`config.mk`:
```
export PLATFORM = sky130hd
export DESIGN_NAME = camac_slave_command_status
export DESIGN_NICKNAME = d
export VERILOG_FILES = /design/src/camac_slave_pkg.sv /design/src/wr_stream_if.sv /design/src/dataway_sync.sv /design/src/write_buffer.sv /design/src/camac_slave_command_status.sv
export VERILOG_INCLUDE_DIRS = /design/src
export SDC_FILE = /design/constraint.sdc
export NUM_CORES = 1
export LEC_CHECK = 0
export BUFFER_PORTS_ARGS = -buffer_cell sky130_fd_sc_hd__buf_2
export CAP_MARGIN = 0
export CORE_ASPECT_RATIO = 2
export CORE_MARGIN = 10
export CORE_UTILIZATION = 50
export CTS_CLUSTER_DIAMETER = 120
export DETAILED_ROUTE_END_ITERATION = 10
export HOLD_SLACK_MARGIN = 0.05
export PLACE_DENSITY = 0.86
export SLEW_MARGIN = 5
export SYNTH_ARGS = -nofsm -noshare
export SYNTH_HDL_FRONTEND = slang
export SYNTH_HIERARCHICAL = 1
export SYNTH_SLANG_ARGS = --single-unit
```
`constraint.sdc`:
```
create_clock -name I_CORE_CLK -period 1.8 [get_ports I_CORE_CLK]
set_input_delay 0.36 -clock I_CORE_CLK [delete_from_list [all_inputs] [get_ports I_CORE_CLK]]
set_output_delay 0.36 -clock I_CORE_CLK [all_outputs]
set_load 0.01 [all_outputs]
```
`src/camac_slave_defs.svh`:
```
// constants for the dataway slave: codes, bit positions, widths, resets
`ifndef CAMAC_SLAVE_DEFS_SVH
`define CAMAC_SLAVE_DEFS_SVH

// ============================================================
// widths
`define DW_DATA_W 24
`define FUNC_W 5
`define SUB_W 4
`define KIND_W 2
`define BUF_W 26
`define SYNC_W 37

// ============================================================
// function codes, all taken at subaddress zero
`define SUB_ZERO 4'h0
`define FN_READ 5'h00
`define FN_STATUS 5'h01
`define FN_BLOCK_READ 5'h04
`define FN_IDENT 5'h06
`define FN_CLEAR 5'h09
`define FN_WRITE 5'h10
`define FN_CLEAR_REBOOT 5'h11
`define FN_HEADER 5'h14
`define FN_EXTRA_HEADER 5'h16
`define FN_ENABLE_OFF 5'h18
`define FN_ENABLE_ON 5'h1A
`define FN_ON_OFF 5'h1C
`define FN_ON_ON 5'h1E

// ============================================================
// kind tag that travels with each written word
`define KIND_DATA 2'h0
`define KIND_HEADER 2'h1
`define KIND_EXTRA_HEADER 2'h2

// ============================================================
// status word bit positions, read line Rn sits at bit n-1
`define ST_TIMEOUT 23
`define ST_EXP_HDR 22
`define ST_HDR_SEQ 21
`define ST_C2B_SEQ 20
`define ST_B2C_SEQ 19
`define ST_IN_IR 18
`define ST_OUT_IR 17
`define ST_OUT_OR 16
`define ST_HEARTBEAT 12
`define ST_NO_ACCEPT 11
`define ST_LOCAL_MSG_N 10
`define ST_HOST_MSG_N 9
`define ST_NEED_INIT_N 8
`define ST_ON 6
`define ST_ENABLE 5

// ============================================================
// identification word, value is arbitrary
`define MODULE_ID 24'h00A5C3

// ============================================================
// reset values and buffer fill counts
`define ZERO_WORD 24'h000000
`define BUF_DEPTH 2'h2
`define BUF_ONE 2'h1
`define BUF_EMPTY 2'h0

`endif

```
`src/camac_slave_pkg.sv`:
```
// types shared by the dataway slave modules
package camac_slave_pkg;
`include "camac_slave_defs.svh"

  typedef enum logic [0:0] {
    CMD_IDLE = 1'b0,
    CMD_HOLD = 1'b1
  } cmd_state_t;

  typedef struct packed {
    logic [`SYNC_W-1:0] meta;
    logic [`SYNC_W-1:0] stable;
  } sync_state_t;

  typedef struct packed {
    logic [`BUF_W-1:0] word0;
    logic [`BUF_W-1:0] word1;
    logic [1:0] count;
  } buf_state_t;

  typedef struct packed {
    cmd_state_t st;
    logic s1_prev;
    logic x;
    logic q;
    logic [`DW_DATA_W-1:0] rdata;
    logic lam;
    logic enable_mode;
    logic on_mode;
    logic expecting_header;
    logic transaction_timeout;
    logic rd_taken;
    logic clr;
    logic reboot;
    logic push_valid;
    logic [`BUF_W-1:0] push_data;
  } main_state_t;
endpackage

```
`src/wr_stream_if.sv`:
```
// valid/ready word stream between the command decoder and its buffer
`include "camac_slave_defs.svh"

interface wr_stream_if;
  logic valid;
  logic ready;
  logic [`BUF_W-1:0] data;
  modport src (output valid, output data, input ready);
  modport snk (input valid, input data, output ready);
endinterface

```
`src/dataway_sync.sv`:
```
// two-stage synchroniser for every dataway line entering the clock domain
`include "camac_slave_defs.svh"

module dataway_sync (
  // clock and reset
  input wire logic i_clk,
  input wire logic i_reset_n,
  // lines
  input wire logic [`SYNC_W-1:0] i_async,
  output logic [`SYNC_W-1:0] o_sync
);
  camac_slave_pkg::sync_state_t state_reg;
  camac_slave_pkg::sync_state_t state_next;

  // ============================================================
  // stage one feeds stage two only
  always_comb begin
    state_next = state_reg;
    state_next.meta = i_async;
    state_next.stable = state_reg.meta;
  end

  always_ff @(posedge i_clk or negedge i_reset_n) begin
    if (!i_reset_n) begin
      state_reg <= '0;
    end else begin
      state_reg <= state_next;
    end
  end

  assign o_sync = state_reg.stable;
endmodule

```
`src/write_buffer.sv`:
```
// two-entry buffer for written words, so a stalled drain loses none
`include "camac_slave_defs.svh"

module write_buffer (
  // clock and reset
  input wire logic i_clk,
  input wire logic i_reset_n,
  // fill side
  wr_stream_if.snk fill,
  // drain side
  output logic o_valid,
  input wire logic i_ready,
  output logic [`BUF_W-1:0] o_data
);
  camac_slave_pkg::buf_state_t state_reg;
  camac_slave_pkg::buf_state_t state_next;
  logic push;
  logic pop;

  assign fill.ready = (state_reg.count != `BUF_DEPTH);
  assign o_valid = (state_reg.count != `BUF_EMPTY);
  assign o_data = state_reg.word0;
  assign push = fill.valid & fill.ready;
  assign pop = o_valid & i_ready;

  // ============================================================
  // word0 is always the head
  always_comb begin
    state_next = state_reg;
    if (pop) begin
      state_next.word0 = state_reg.word1;
    end
    if (push) begin
      if (state_reg.count == `BUF_EMPTY ||
          (pop && state_reg.count == `BUF_ONE)) begin
        state_next.word0 = fill.data;
      end else begin
        state_next.word1 = fill.data;
      end
    end
    state_next.count = state_reg.count + {1'b0, push} - {1'b0, pop};
  end

  always_ff @(posedge i_clk or negedge i_reset_n) begin
    if (!i_reset_n) begin
      state_reg <= '0;
    end else begin
      state_reg <= state_next;
    end
  end
endmodule

```
`src/camac_slave_command_status.sv`:
```
// dataway slave: command decode, X and Q answers, status word and LAM
`include "camac_slave_defs.svh"

module camac_slave_command_status (
  // clock and reset
  input wire logic I_CORE_CLK,
  input wire logic I_RESET_N,
  // dataway command lines
  input wire logic I_STATION,
  input wire logic I_STROBE1,
  input wire logic I_INIT_Z,
  input wire logic I_CLEAR_C,
  input wire logic [`FUNC_W-1:0] I_FUNC,
  input wire logic [`SUB_W-1:0] I_SUBADDR,
  input wire logic [`DW_DATA_W-1:0] I_WRITE_DATA,
  // dataway answer lines
  output logic [`DW_DATA_W-1:0] O_READ_DATA,
  output logic O_X_RESP,
  output logic O_Q_RESP,
  output logic O_LAM,
  // sequencing state from the transfer logic
  input wire logic I_HEADER_SEQUENCE,
  input wire logic I_CRATE_TO_BUS_SEQUENCE,
  input wire logic I_BUS_TO_CRATE_SEQUENCE,
  input wire logic I_CRATE_WRITE_IN_PROGRESS,
  input wire logic I_OUTBOUND_TO_READ_REG_TRANSFER,
  input wire logic I_TRANSFER_TIMEOUT,
  // fifo flags
  input wire logic I_INBOUND_FIFO_INPUT_READY,
  input wire logic I_OUTBOUND_FIFO_INPUT_READY,
  input wire logic I_OUTBOUND_FIFO_OUTPUT_READY,
  // processor status
  input wire logic I_HEARTBEAT,
  input wire logic I_CANNOT_ACCEPT_DATA,
  input wire logic I_LOCAL_MASTER_MESSAGE_PENDING_N,
  input wire logic I_HOST_MESSAGE_PENDING_N,
  input wire logic I_NEEDS_INITIALISE_N,
  // read registers
  input wire logic [`DW_DATA_W-1:0] I_READ_REG_DATA,
  output logic O_READ_TAKEN,
  // written words toward the write registers
  output logic O_WR_VALID,
  input wire logic I_WR_READY,
  output logic [`DW_DATA_W-1:0] O_WR_DATA,
  output logic [`KIND_W-1:0] O_WR_KIND,
  // mode and clear outputs
  output logic O_ENABLE_MODE,
  output logic O_ON_MODE,
  output logic O_MODULE_CLEAR,
  output logic O_REBOOT
);
  camac_slave_pkg::main_state_t state_reg;
  camac_slave_pkg::main_state_t state_next;

  // ============================================================
  // dataway lines are asynchronous to the core clock
  // all share one synchroniser; function, subaddress and data settle
  // before the strobe, so skew between the bits does no harm
  logic [`SYNC_W-1:0] sync_out;
  logic dw_station;
  logic dw_s1;
  logic dw_z;
  logic dw_c;
  logic [`FUNC_W-1:0] dw_func;
  logic [`SUB_W-1:0] dw_sub;
  logic [`DW_DATA_W-1:0] dw_wdata;

  dataway_sync u_sync (
    .i_clk(I_CORE_CLK),
    .i_reset_n(I_RESET_N),
    .i_async({I_STATION, I_STROBE1, I_INIT_Z, I_CLEAR_C,
              I_FUNC, I_SUBADDR, I_WRITE_DATA}),
    .o_sync(sync_out)
  );

  assign {dw_station, dw_s1, dw_z, dw_c, dw_func, dw_sub, dw_wdata} =
    sync_out;

  // ============================================================
  // write buffer
  // the kind tag rides above the data word in each entry
  wr_stream_if wr_link ();
  logic [`BUF_W-1:0] buf_out;

  assign wr_link.valid = state_reg.push_valid;
  assign wr_link.data = state_reg.push_data;

  write_buffer u_buf (
    .i_clk(I_CORE_CLK),
    .i_reset_n(I_RESET_N),
    .fill(wr_link.snk),
    .o_valid(O_WR_VALID),
    .i_ready(I_WR_READY),
    .o_data(buf_out)
  );

  assign O_WR_KIND = buf_out[`BUF_W-1:`DW_DATA_W];
  assign O_WR_DATA = buf_out[`DW_DATA_W-1:0];

  // ============================================================
  // status word
  // sampled once at the decode edge, so a read shows one snapshot
  logic [`DW_DATA_W-1:0] status_word;

  always_comb begin
    status_word = `ZERO_WORD;
    status_word[`ST_TIMEOUT] = state_reg.transaction_timeout;
    status_word[`ST_EXP_HDR] = state_reg.expecting_header;
    status_word[`ST_HDR_SEQ] = I_HEADER_SEQUENCE;
    status_word[`ST_C2B_SEQ] = I_CRATE_TO_BUS_SEQUENCE;
    status_word[`ST_B2C_SEQ] = I_BUS_TO_CRATE_SEQUENCE;
    status_word[`ST_IN_IR] = I_INBOUND_FIFO_INPUT_READY;
    status_word[`ST_OUT_IR] = I_OUTBOUND_FIFO_INPUT_READY;
    status_word[`ST_OUT_OR] = I_OUTBOUND_FIFO_OUTPUT_READY;
    status_word[`ST_HEARTBEAT] = I_HEARTBEAT;
    status_word[`ST_NO_ACCEPT] = I_CANNOT_ACCEPT_DATA;
    status_word[`ST_LOCAL_MSG_N] = I_LOCAL_MASTER_MESSAGE_PENDING_N;
    status_word[`ST_HOST_MSG_N] = I_HOST_MESSAGE_PENDING_N;
    status_word[`ST_NEED_INIT_N] = I_NEEDS_INITIALISE_N;
    status_word[`ST_ON] = state_reg.on_mode;
    status_word[`ST_ENABLE] = state_reg.enable_mode;
  end

  // ============================================================
  // conditional Q terms
  // every term is sampled at the decode edge with the dataway lines
  logic read_ok;
  logic write_ok;
  logic header_ok;
  logic extra_ok;

  assign read_ok = ~I_OUTBOUND_TO_READ_REG_TRANSFER & ~I_HEADER_SEQUENCE;
  // buffer room is an extra term so a refused word is never dropped
  assign write_ok = ~I_CRATE_WRITE_IN_PROGRESS &
    ~I_OUTBOUND_FIFO_OUTPUT_READY & wr_link.ready;
  // a header also needs the flag; an extra header needs the header sequence idle
  assign header_ok = write_ok & state_reg.expecting_header;
  assign extra_ok = write_ok & ~I_HEADER_SEQUENCE;

  // ============================================================
  // command sequencing
  // a strobe edge while an answer is held is ignored, and the strobe
  // must be seen low again before its next rise counts
  logic s1_rise;
  logic cmd_start;
  logic do_clear;

  assign s1_rise = dw_s1 & ~state_reg.s1_prev;
  assign cmd_start = (state_reg.st == camac_slave_pkg::CMD_IDLE) &
    s1_rise & dw_station;

  always_comb begin
    state_next = state_reg;
    do_clear = dw_z | dw_c;
    state_next.s1_prev = dw_s1;
    state_next.rd_taken = 1'b0;
    state_next.reboot = 1'b0;
    state_next.push_valid = 1'b0;
    unique case (state_reg.st)
      camac_slave_pkg::CMD_IDLE: begin
        if (cmd_start) begin
          state_next.st = camac_slave_pkg::CMD_HOLD;
          // answers are cleared first, so a refused command reads zero
          state_next.x = 1'b0;
          state_next.q = 1'b0;
          state_next.rdata = `ZERO_WORD;
          // only subaddress zero is decoded; others answer nothing
          if (dw_sub == `SUB_ZERO) begin
            case (dw_func)
              // reads answer Q only when the read registers may be taken
              `FN_READ, `FN_BLOCK_READ: begin
                state_next.x = 1'b1;
                state_next.q = read_ok;
                if (read_ok) begin
                  state_next.rdata = I_READ_REG_DATA;
                  state_next.rd_taken = 1'b1;
                end
              end

              // status and identity reads always answer Q
              `FN_STATUS: begin
                state_next.x = 1'b1;
                state_next.q = 1'b1;
                state_next.rdata = status_word;
              end

              `FN_IDENT: begin
                state_next.x = 1'b1;
                state_next.q = 1'b1;
                state_next.rdata = `MODULE_ID;
              end

              // clears act through do_clear below, shared with Z and C
              `FN_CLEAR: begin
                state_next.x = 1'b1;
                state_next.q = 1'b1;
                do_clear = 1'b1;
              end

              `FN_CLEAR_REBOOT: begin
                state_next.x = 1'b1;
                state_next.q = 1'b1;
                do_clear = 1'b1;
                state_next.reboot = 1'b1;
              end

              // a refused write leaves the buffer and the flags untouched
              `FN_WRITE: begin
                state_next.x = 1'b1;
                state_next.q = write_ok;
                state_next.push_valid = write_ok;
                state_next.push_data = {`KIND_DATA, dw_wdata};
              end

              `FN_HEADER: begin
                state_next.x = 1'b1;
                state_next.q = header_ok;
                state_next.push_valid = header_ok;
                state_next.push_data = {`KIND_HEADER, dw_wdata};
                if (header_ok) begin
                  state_next.expecting_header = 1'b0;
                end
              end

              `FN_EXTRA_HEADER: begin
                state_next.x = 1'b1;
                state_next.q = extra_ok;
                state_next.push_valid = extra_ok;
                state_next.push_data = {`KIND_EXTRA_HEADER, dw_wdata};
              end

              // mode bits change only on an accepted command or on Z or C
              `FN_ENABLE_OFF: begin
                state_next.x = 1'b1;
                state_next.q = 1'b1;
                state_next.enable_mode = 1'b0;
              end

              `FN_ENABLE_ON: begin
                state_next.x = 1'b1;
                state_next.q = 1'b1;
                state_next.enable_mode = 1'b1;
              end

              `FN_ON_OFF: begin
                state_next.x = 1'b1;
                state_next.q = 1'b1;
                state_next.on_mode = 1'b0;
              end

              `FN_ON_ON: begin
                state_next.x = 1'b1;
                state_next.q = 1'b1;
                state_next.on_mode = 1'b1;
              end

              // unknown codes answer neither X nor Q
              default: begin
                state_next.x = 1'b0;
              end
            endcase
          end
        end
      end
      camac_slave_pkg::CMD_HOLD: begin
        // answers stand until the controller drops station select
        if (!dw_station) begin
          state_next.st = camac_slave_pkg::CMD_IDLE;
          state_next.x = 1'b0;
          state_next.q = 1'b0;
          state_next.rdata = `ZERO_WORD;
        end
      end
    endcase
    // Z and C act as a module clear without the reboot pulse
    state_next.clr = do_clear;
    if (do_clear) begin
      state_next.enable_mode = 1'b0;
      state_next.on_mode = 1'b0;
      state_next.expecting_header = 1'b1;
    end
    // a timeout arriving with a clear survives it
    state_next.transaction_timeout = I_TRANSFER_TIMEOUT |
      (state_reg.transaction_timeout & ~do_clear);
    // the host message and needs-initialise bits ask for attention
    // heartbeat low means the processor has stopped, which also asks
    state_next.lam = ~I_HEARTBEAT | ~I_HOST_MESSAGE_PENDING_N |
      ~I_NEEDS_INITIALISE_N;
  end

  // ============================================================
  // state register
  always_ff @(posedge I_CORE_CLK or negedge I_RESET_N) begin
    if (!I_RESET_N) begin
      state_reg <= '0;
      // the header flag leaves reset set, as after a module clear
      state_reg.expecting_header <= 1'b1;
    end else begin
      state_reg <= state_next;
    end
  end

  // ============================================================
  // outputs
  // every answer line comes straight from a flip-flop
  assign O_READ_DATA = state_reg.rdata;
  assign O_X_RESP = state_reg.x;
  assign O_Q_RESP = state_reg.q;
  assign O_LAM = state_reg.lam;
  assign O_READ_TAKEN = state_reg.rd_taken;
  assign O_ENABLE_MODE = state_reg.enable_mode;
  assign O_ON_MODE = state_reg.on_mode;
  assign O_MODULE_CLEAR = state_reg.clr;
  assign O_REBOOT = state_reg.reboot;
endmodule

```
======== Word level (Yosys, flattened, before mapping) ========
Index checks and enable logic that the tools add are counted.
word-level totals
  bits in registers ....................... 191
  output and inout bits ................... 59
  bits of input ports ..................... 78
  word-level logic and storage cells ...... 125
cells by class
  eq/ne operators ......................... 17
  multiplexer cells ....................... 37
  reductions and logical operators ........ 23
  $add $sub $neg .......................... 2
  bitwise gates (word level) .............. 26
operators with widths
  cell                                                                   count
  26-bit 2-to-1 mux                                                      6
  28-bit 2-to-1 mux                                                      3
  27-bit case mux with 3 select lines                                    1
  24-bit case mux with 3 select lines                                    1
  52-bit 2-to-1 mux                                                      1
  26-bit case mux with 2 select lines                                    1
  5-bit equality test, second input constant                             8
  24-bit 2-to-1 mux                                                      1
  1-bit 2-to-1 mux                                                       15
  13-bit OR reduction                                                    1
  3-bit 2-to-1 mux                                                       4
  4-bit AND reduction                                                    3
  1-bit bitwise AND                                                      11
  1-bit inverter                                                         11
  5-bit by 3-bit equality test with 1-bit output, second input constant  2
  2-bit nonzero test                                                     5
  3-bit nonzero test                                                     3
  8-bit OR reduction                                                     1
  2-bit != test, second input constant                                   3
  1-bit case mux with 2 select lines                                     3
  5-bit by 1-bit equality test with 1-bit output, second input constant  1
  5-bit by 4-bit equality test with 1-bit output, second input constant  1
  5-bit zero test                                                        1
  1-bit case mux with 5 select lines                                     1
  other kinds (12)                                                       17

======== Logic depth before layout (Yosys ltp) ========
  depth in word-level cells ............... 10
  mapped depth ............................ 6

======== Hierarchy ========
Netlist, hierarchy kept.
modules (own cells, without submodules)
  module                      times used  sequential area each (um^2)  cells each  area each (um^2)
  camac_slave_command_status  1           1577.8                       251         3005.4
  write_buffer                1           1351.3                       179         2591.2
  dataway_sync                1           1851.8                       74          1851.8

======== Worst setup path before layout ========
OpenSTA, ideal clock, no wires.
  path kind ............................... register to register
  from .................................... register u_sync.state_reg (netlist bit u_sync/o_sync[25])
  to ...................................... register state_reg (netlist bit wr_link.data[10])
  data arrival time ....................... 1.570 ns
  library setup time ...................... 0.125 ns
  path slack .............................. 0.105 ns
  clock period less this slack ............ 1.695 ns
  stages on the path, launching flop included .. 7
  buffers on the path ..................... 2
  path through ............................ dfrtp_1 nor4_4 and2_1 buf_4 nand3_4 buf_6 mux2_4
on the way
  longest elaborated chain between the ends .. 2
ends and longest elaborated chain
  item                                  RTL line                           text
  start, declared                       dataway_sync.sv:12                 camac_slave_pkg::sync_state_t state_reg;
  start signal, assigned                dataway_sync.sv:27                 state_reg <= state_next;
  4-bit zero test (no source line)      n/a
  4-bit AND reduction (no source line)  n/a
  end signal, assigned                  camac_slave_command_status.sv:299  state_reg <= state_next;
  end, declared                         camac_slave_command_status.sv:52   camac_slave_pkg::main_state_t state_reg;
Every way passes these cells.
A chain may end at the register's enable or synchronous reset.

======== Worst setup path in the final report ========
  from .................................... register u_sync.state_reg (netlist bit u_sync/o_sync[32])
  to ...................................... register state_reg (netlist bit O_READ_DATA[12])
on the way
  longest elaborated chain between the ends .. 6
ends and longest elaborated chain
  item                                                                                      RTL line                           text
  5-bit by 3-bit equality test with 1-bit output / 5-bit zero test (equally long branches)  camac_slave_command_status.sv:169  case (dw_func)
  2-bit OR reduction                                                                        camac_slave_command_status.sv:169
  24-bit case mux with 3 select lines *                                                     camac_slave_command_status.sv:169
  26-bit 2-to-1 mux *                                                                       camac_slave_command_status.sv:168  if (dw_sub == `SUB_ZERO) begin
  26-bit 2-to-1 mux *                                                                       camac_slave_command_status.sv:161  if (cmd_start) begin
  26-bit case mux with 2 select lines *                                                     camac_slave_command_status.sv:159  unique case (state_reg.st)
Mark *: on every way between the ends. The rest lies on a longest branch, timed or not. The select of a mux whose other input is x is not followed.

==> flow_metrics.py <==
metrics = {
    "drt": {
        "drt_wl_cell_um": 19.1,
        "drt_wl_total_um": 16400,
        "num_vias": 4431,
        "drt_first_pass_iters": 4,
        "drt_iter0_drc": 178,
        "drcViolationCount": 0,
        "final_antenna_net_count": 0,
        "post_drt_via_cell_ratio": 5.16,
    },
    "global_routing": {
        "grt_antenna_before_repair": 0,
        "wire_length_of_the_first_global_routing_pass_um": 26300,
        "congestion_overflow_gr": 0,
        "grt_start_max_net_pins": 52,
        "globalRouteTotalUtil_pct": 16.4,
        "first_global_vias": 5010,
    },
    "place": {
        "place.detailed.instances": 791,
        "dp_area_mm2": 0.00817,
        "hpwlAfterDp_um": 11600,
        "port-buffer-count": 136,
        "preCtsSetupSlack_ns": -0.0568,
        "gp_congestion": 0.813,
    },
    "critical_path": {
        "critical_path.slowest_cell": "sky130_fd_sc_hd__or4_1",
        "crit_path_end": "O_READ_DATA[12]",
        "critical_path.max_stage_delay_ns": 0.54,
        "start_point_of_the_critical_path": "u_sync/o_sync[32]",
        "crit_path_start_kind": "flop",
        "critPathKind": "reg -> reg",
        "worst_r2r_startpoint": "u_sync/o_sync[32]",
        "critical_path_depth": 5,
        "critical_path_buf_inv_count": 1,
        "top_family_by_delay_on_critical_path": "simple AND/OR/NAND/NOR gates",
        "r2r_slack_ns": 0.09,
        "critPathRequiredTime_ns": 2.12,
        "critical_path.cell_chain": "or4_1 > nor3_2 > buf_6 > a22oi_1 > o21ai_0",
        "critical_path.max_fanout": 20,
        "critical_path_arrival_ns": 2.03,
        "crit-reg2reg-capture": "O_READ_DATA[12]",
        "ff2ff_path_depth": 5,
        "end_kind": "flop",
    },
    "final_layout": {
        "layout.core_utilization_pct": 61.9,
        "antennaDiodeCount": 0,
        "finish.net_count": 729,
        "layout-drive-gt1-share_pct": 47.8,
        "stdcell_count": 858,
        "syn_to_final_growth_pct": 22.5,
        "postLayoutCellArea_mm2": 0.00912,
    },
    "logic_synthesis": {
        "yosys_warnings": 6,
        "post_synth_inst_count": 504,
        "dominantRegCellSynth": "sky130_fd_sc_hd__dfrtp_1",
        "synth_top_cells_by_area": "sky130_fd_sc_hd__dfrtp_1 (64%), sky130_fd_sc_hd__mux2_2 (13%), sky130_fd_sc_hd__buf_4 (5.7%)",
        "synth_seq_cells": 191,
        "synthTopCellsByCount": "sky130_fd_sc_hd__dfrtp_1 (190), sky130_fd_sc_hd__mux2_2 (84), sky130_fd_sc_hd__buf_4 (57)",
        "synth.cell_area_mm2": 0.00745,
        "fraction_of_the_yosys_area_taken_by_sequential_cells_pct": 64.2,
        "synth_fp_nets": 583,
        "netlist.top_cell.by_area": "sky130_fd_sc_hd__dfrtp_1",
        "post_synthesis_average_cell_area_um2": 14.8,
        "post-synth-top-count-cell": "sky130_fd_sc_hd__dfrtp_1",
        "synth_top_area_share_pct": 63.8,
        "ys_types": 55,
        "synth_enable_flop_cells": 0,
        "synth_async_sr_flop_share_pct": 100,
    },
    "pwr": {
        "vdd.ir_drop.worst_v": 0.000674,
        "p_per_area_mw_per_mm2": 972,
        "power.combinational.fraction_pct": 8.6,
        "cellLeakagePower_nw": 4.65,
        "power.sequential.fraction_pct": 50.6,
        "power.total_mw": 8.86,
        "p_sw_share_pct": 24.1,
        "cell_internal_pwr_mw": 6.73,
        "clock_power_share_pct": 40.8,
        "power_switching_mw": 2.13,
    },
    "floorplan": {
        "core_mm2": 0.0147,
        "die_height_um": 193,
        "start_util_pct": 50.5,
        "fp.dieW_um": 106,
        "floorplan.rows": 63,
        "fp.dieArea_mm2": 0.0205,
        "pin_count": 137,
    },
    "status": {
        "run_status": "finished, final reports clean",
    },
    "timing": {
        "setup_tns_ns": 0,
        "post-route-worst-setup-slack_ns": 0.0907,
        "timing.final.hold_violations": 0,
        "min_period_over_period_pct": 95.0,
        "fin_worst_hold_slack_ns": 0.0669,
        "final.setup_skew_ns": 0.00874,
        "report.final.slew_viol_count": 0,
        "max_freq_mhz": 585,
        "timing.final.setup_violations": 0,
        "max_slew_margin_pct": 70.5,
        "finalCriticalPeriod_ns": 1.71,
        "tightestPinTransition_ns": 0.443,
        "setup_repair_after_global_routing_missed_its_margin": "false",
    },
    "clock_tree": {
        "cts_tree": "done",
        "clock_sink_count": 191,
        "clockRootBuffer": "sky130_fd_sc_hd__clkbuf_16",
        "max_clock_buf_depth": 2,
        "worst_skew_pair.late_latency_ns": 0.41,
        "clkTransAtPathRegs_ns": 0.07,
        "htreeDepth": 4,
        "numCtsBuffers": 17,
    },
    "run": {
        "max_cap_viol_count": 0,
    },
    "hold_path": {
        "hold_removal_path_class": "in -> reg",
        "hold_path.startpoint": "I_WRITE_DATA[16]",
    },
}
cell families after synthesis:
family,Yosys count,synth area share (%)
DFF,191,64.2
buffers and inverters,76,7.22
AOI/OAI and AO/OA,63,5.66
and+or+nand+nor,65,5.61
muxes,105,16.8
xor gates and xnor gates,3,0.353
adders and majority gates,1,0.168
worst register-to-register path, cell delays in order, from the launching register on:
cell and delay, ns:
sky130_fd_sc_hd__dfrtp_1 0.37, sky130_fd_sc_hd__or4_1 0.54, sky130_fd_sc_hd__nor3_2 0.18, sky130_fd_sc_hd__buf_6 0.23, sky130_fd_sc_hd__a22oi_1 0.11, sky130_fd_sc_hd__o21ai_0 0.18
power groups by stage:
stage / Clock [mW] / Sequential, mW / Combinational (mW)
2_1_floorplan: 0 / 4.55 / 0.315
3_3_place_gp: 0 / 4.55 / 0.670
3_5_place_dp: 0 / 4.56 / 0.700
4_1_cts: 3.72 / 4.48 / 0.764
5_1_grt: 3.89 / 4.50 / 0.837
6_report: 3.62 / 4.48 / 0.759
what timing repair did:
item                                   CTS  global route
resized for setup                        2            15
pin swaps                                0             1
cloned                                   0             0
hold buffers                            35             0
buffers inserted                         0             0
endpoints found under the hold margin   79             0
setup endpoints to repair                4            20
area by class of cell:
class | count | area [µm²]
inverters | 4 | 15.0
clock buffers | 17 | 425
flip-flops and latches | 191 | 4780
clock inverters | 15 | 143
multi-input cells | 237 | 2180
repair buffers | 199 | 1330
well taps | 195 | 244
fillers | 1104 | 5620
worst min path at each step:
stage               depth (start not counted)  slack (ns)               endpoint
finish                                      1        0.07  u_sync/state_next[16]
global route                                1        0.05  u_sync/state_next[16]
CTS                                         1        0.06  u_sync/state_next[21]
detailed placement                          0        0.33      u_sync/o_sync[26]
global placement                            0        0.33      u_sync/o_sync[28]
floorplan                                   0        0.06          O_ENABLE_MODE
cell usage in the layout, fill, tap and decap left out, types with 2 or more instances in the layout:
master | Yosys | final
sky130_fd_sc_hd__and4b_1 | 2 | 2
sky130_fd_sc_hd__buf_12 | 0 | 6
sky130_fd_sc_hd__a21oi_1 | 6 | 6
sky130_fd_sc_hd__nand3_1 | 3 | 3
sky130_fd_sc_hd__nand2_1 | 28 | 28
sky130_fd_sc_hd__inv_8 | 0 | 2
sky130_fd_sc_hd__nand2b_1 | 4 | 4
sky130_fd_sc_hd__buf_2 | 3 | 135
sky130_fd_sc_hd__mux2i_1 | 2 | 2
sky130_fd_sc_hd__o21ai_0 | 19 | 10
sky130_fd_sc_hd__o21ai_1 | 4 | 13
sky130_fd_sc_hd__buf_6 | 2 | 2
sky130_fd_sc_hd__clkbuf_16 | 0 | 17
sky130_fd_sc_hd__xor2_1 | 3 | 3
sky130_fd_sc_hd__and3b_1 | 3 | 3
sky130_fd_sc_hd__mux2_4 | 19 | 19
sky130_fd_sc_hd__clkinv_2 | 0 | 4
sky130_fd_sc_hd__a21o_1 | 2 | 2
sky130_fd_sc_hd__nor2_1 | 5 | 5
sky130_fd_sc_hd__a22o_1 | 5 | 5
sky130_fd_sc_hd__mux2_2 | 84 | 84
sky130_fd_sc_hd__inv_6 | 0 | 7
sky130_fd_sc_hd__dfrtp_1 | 190 | 189
sky130_fd_sc_hd__a22oi_1 | 12 | 11
sky130_fd_sc_hd__buf_4 | 57 | 20
sky130_fd_sc_hd__dlygate4sd3_1 | 0 | 35
sky130_fd_sc_hd__inv_1 | 4 | 4
sky130_fd_sc_hd__nand4_1 | 2 | 2
sky130_fd_sc_hd__a221oi_1 | 3 | 3
per-layer routing:
metal	global-route usage (%)	vias to the layer above	part of all wire [%]
li1	-	2014	-
met1	17.3	2265	35
met2	29.7	118	57
met3	3.41	34	3.9
met4	9.06	0	3.4
met5	0	-	0
No activity file was read; power rests on OpenSTA's default activity.
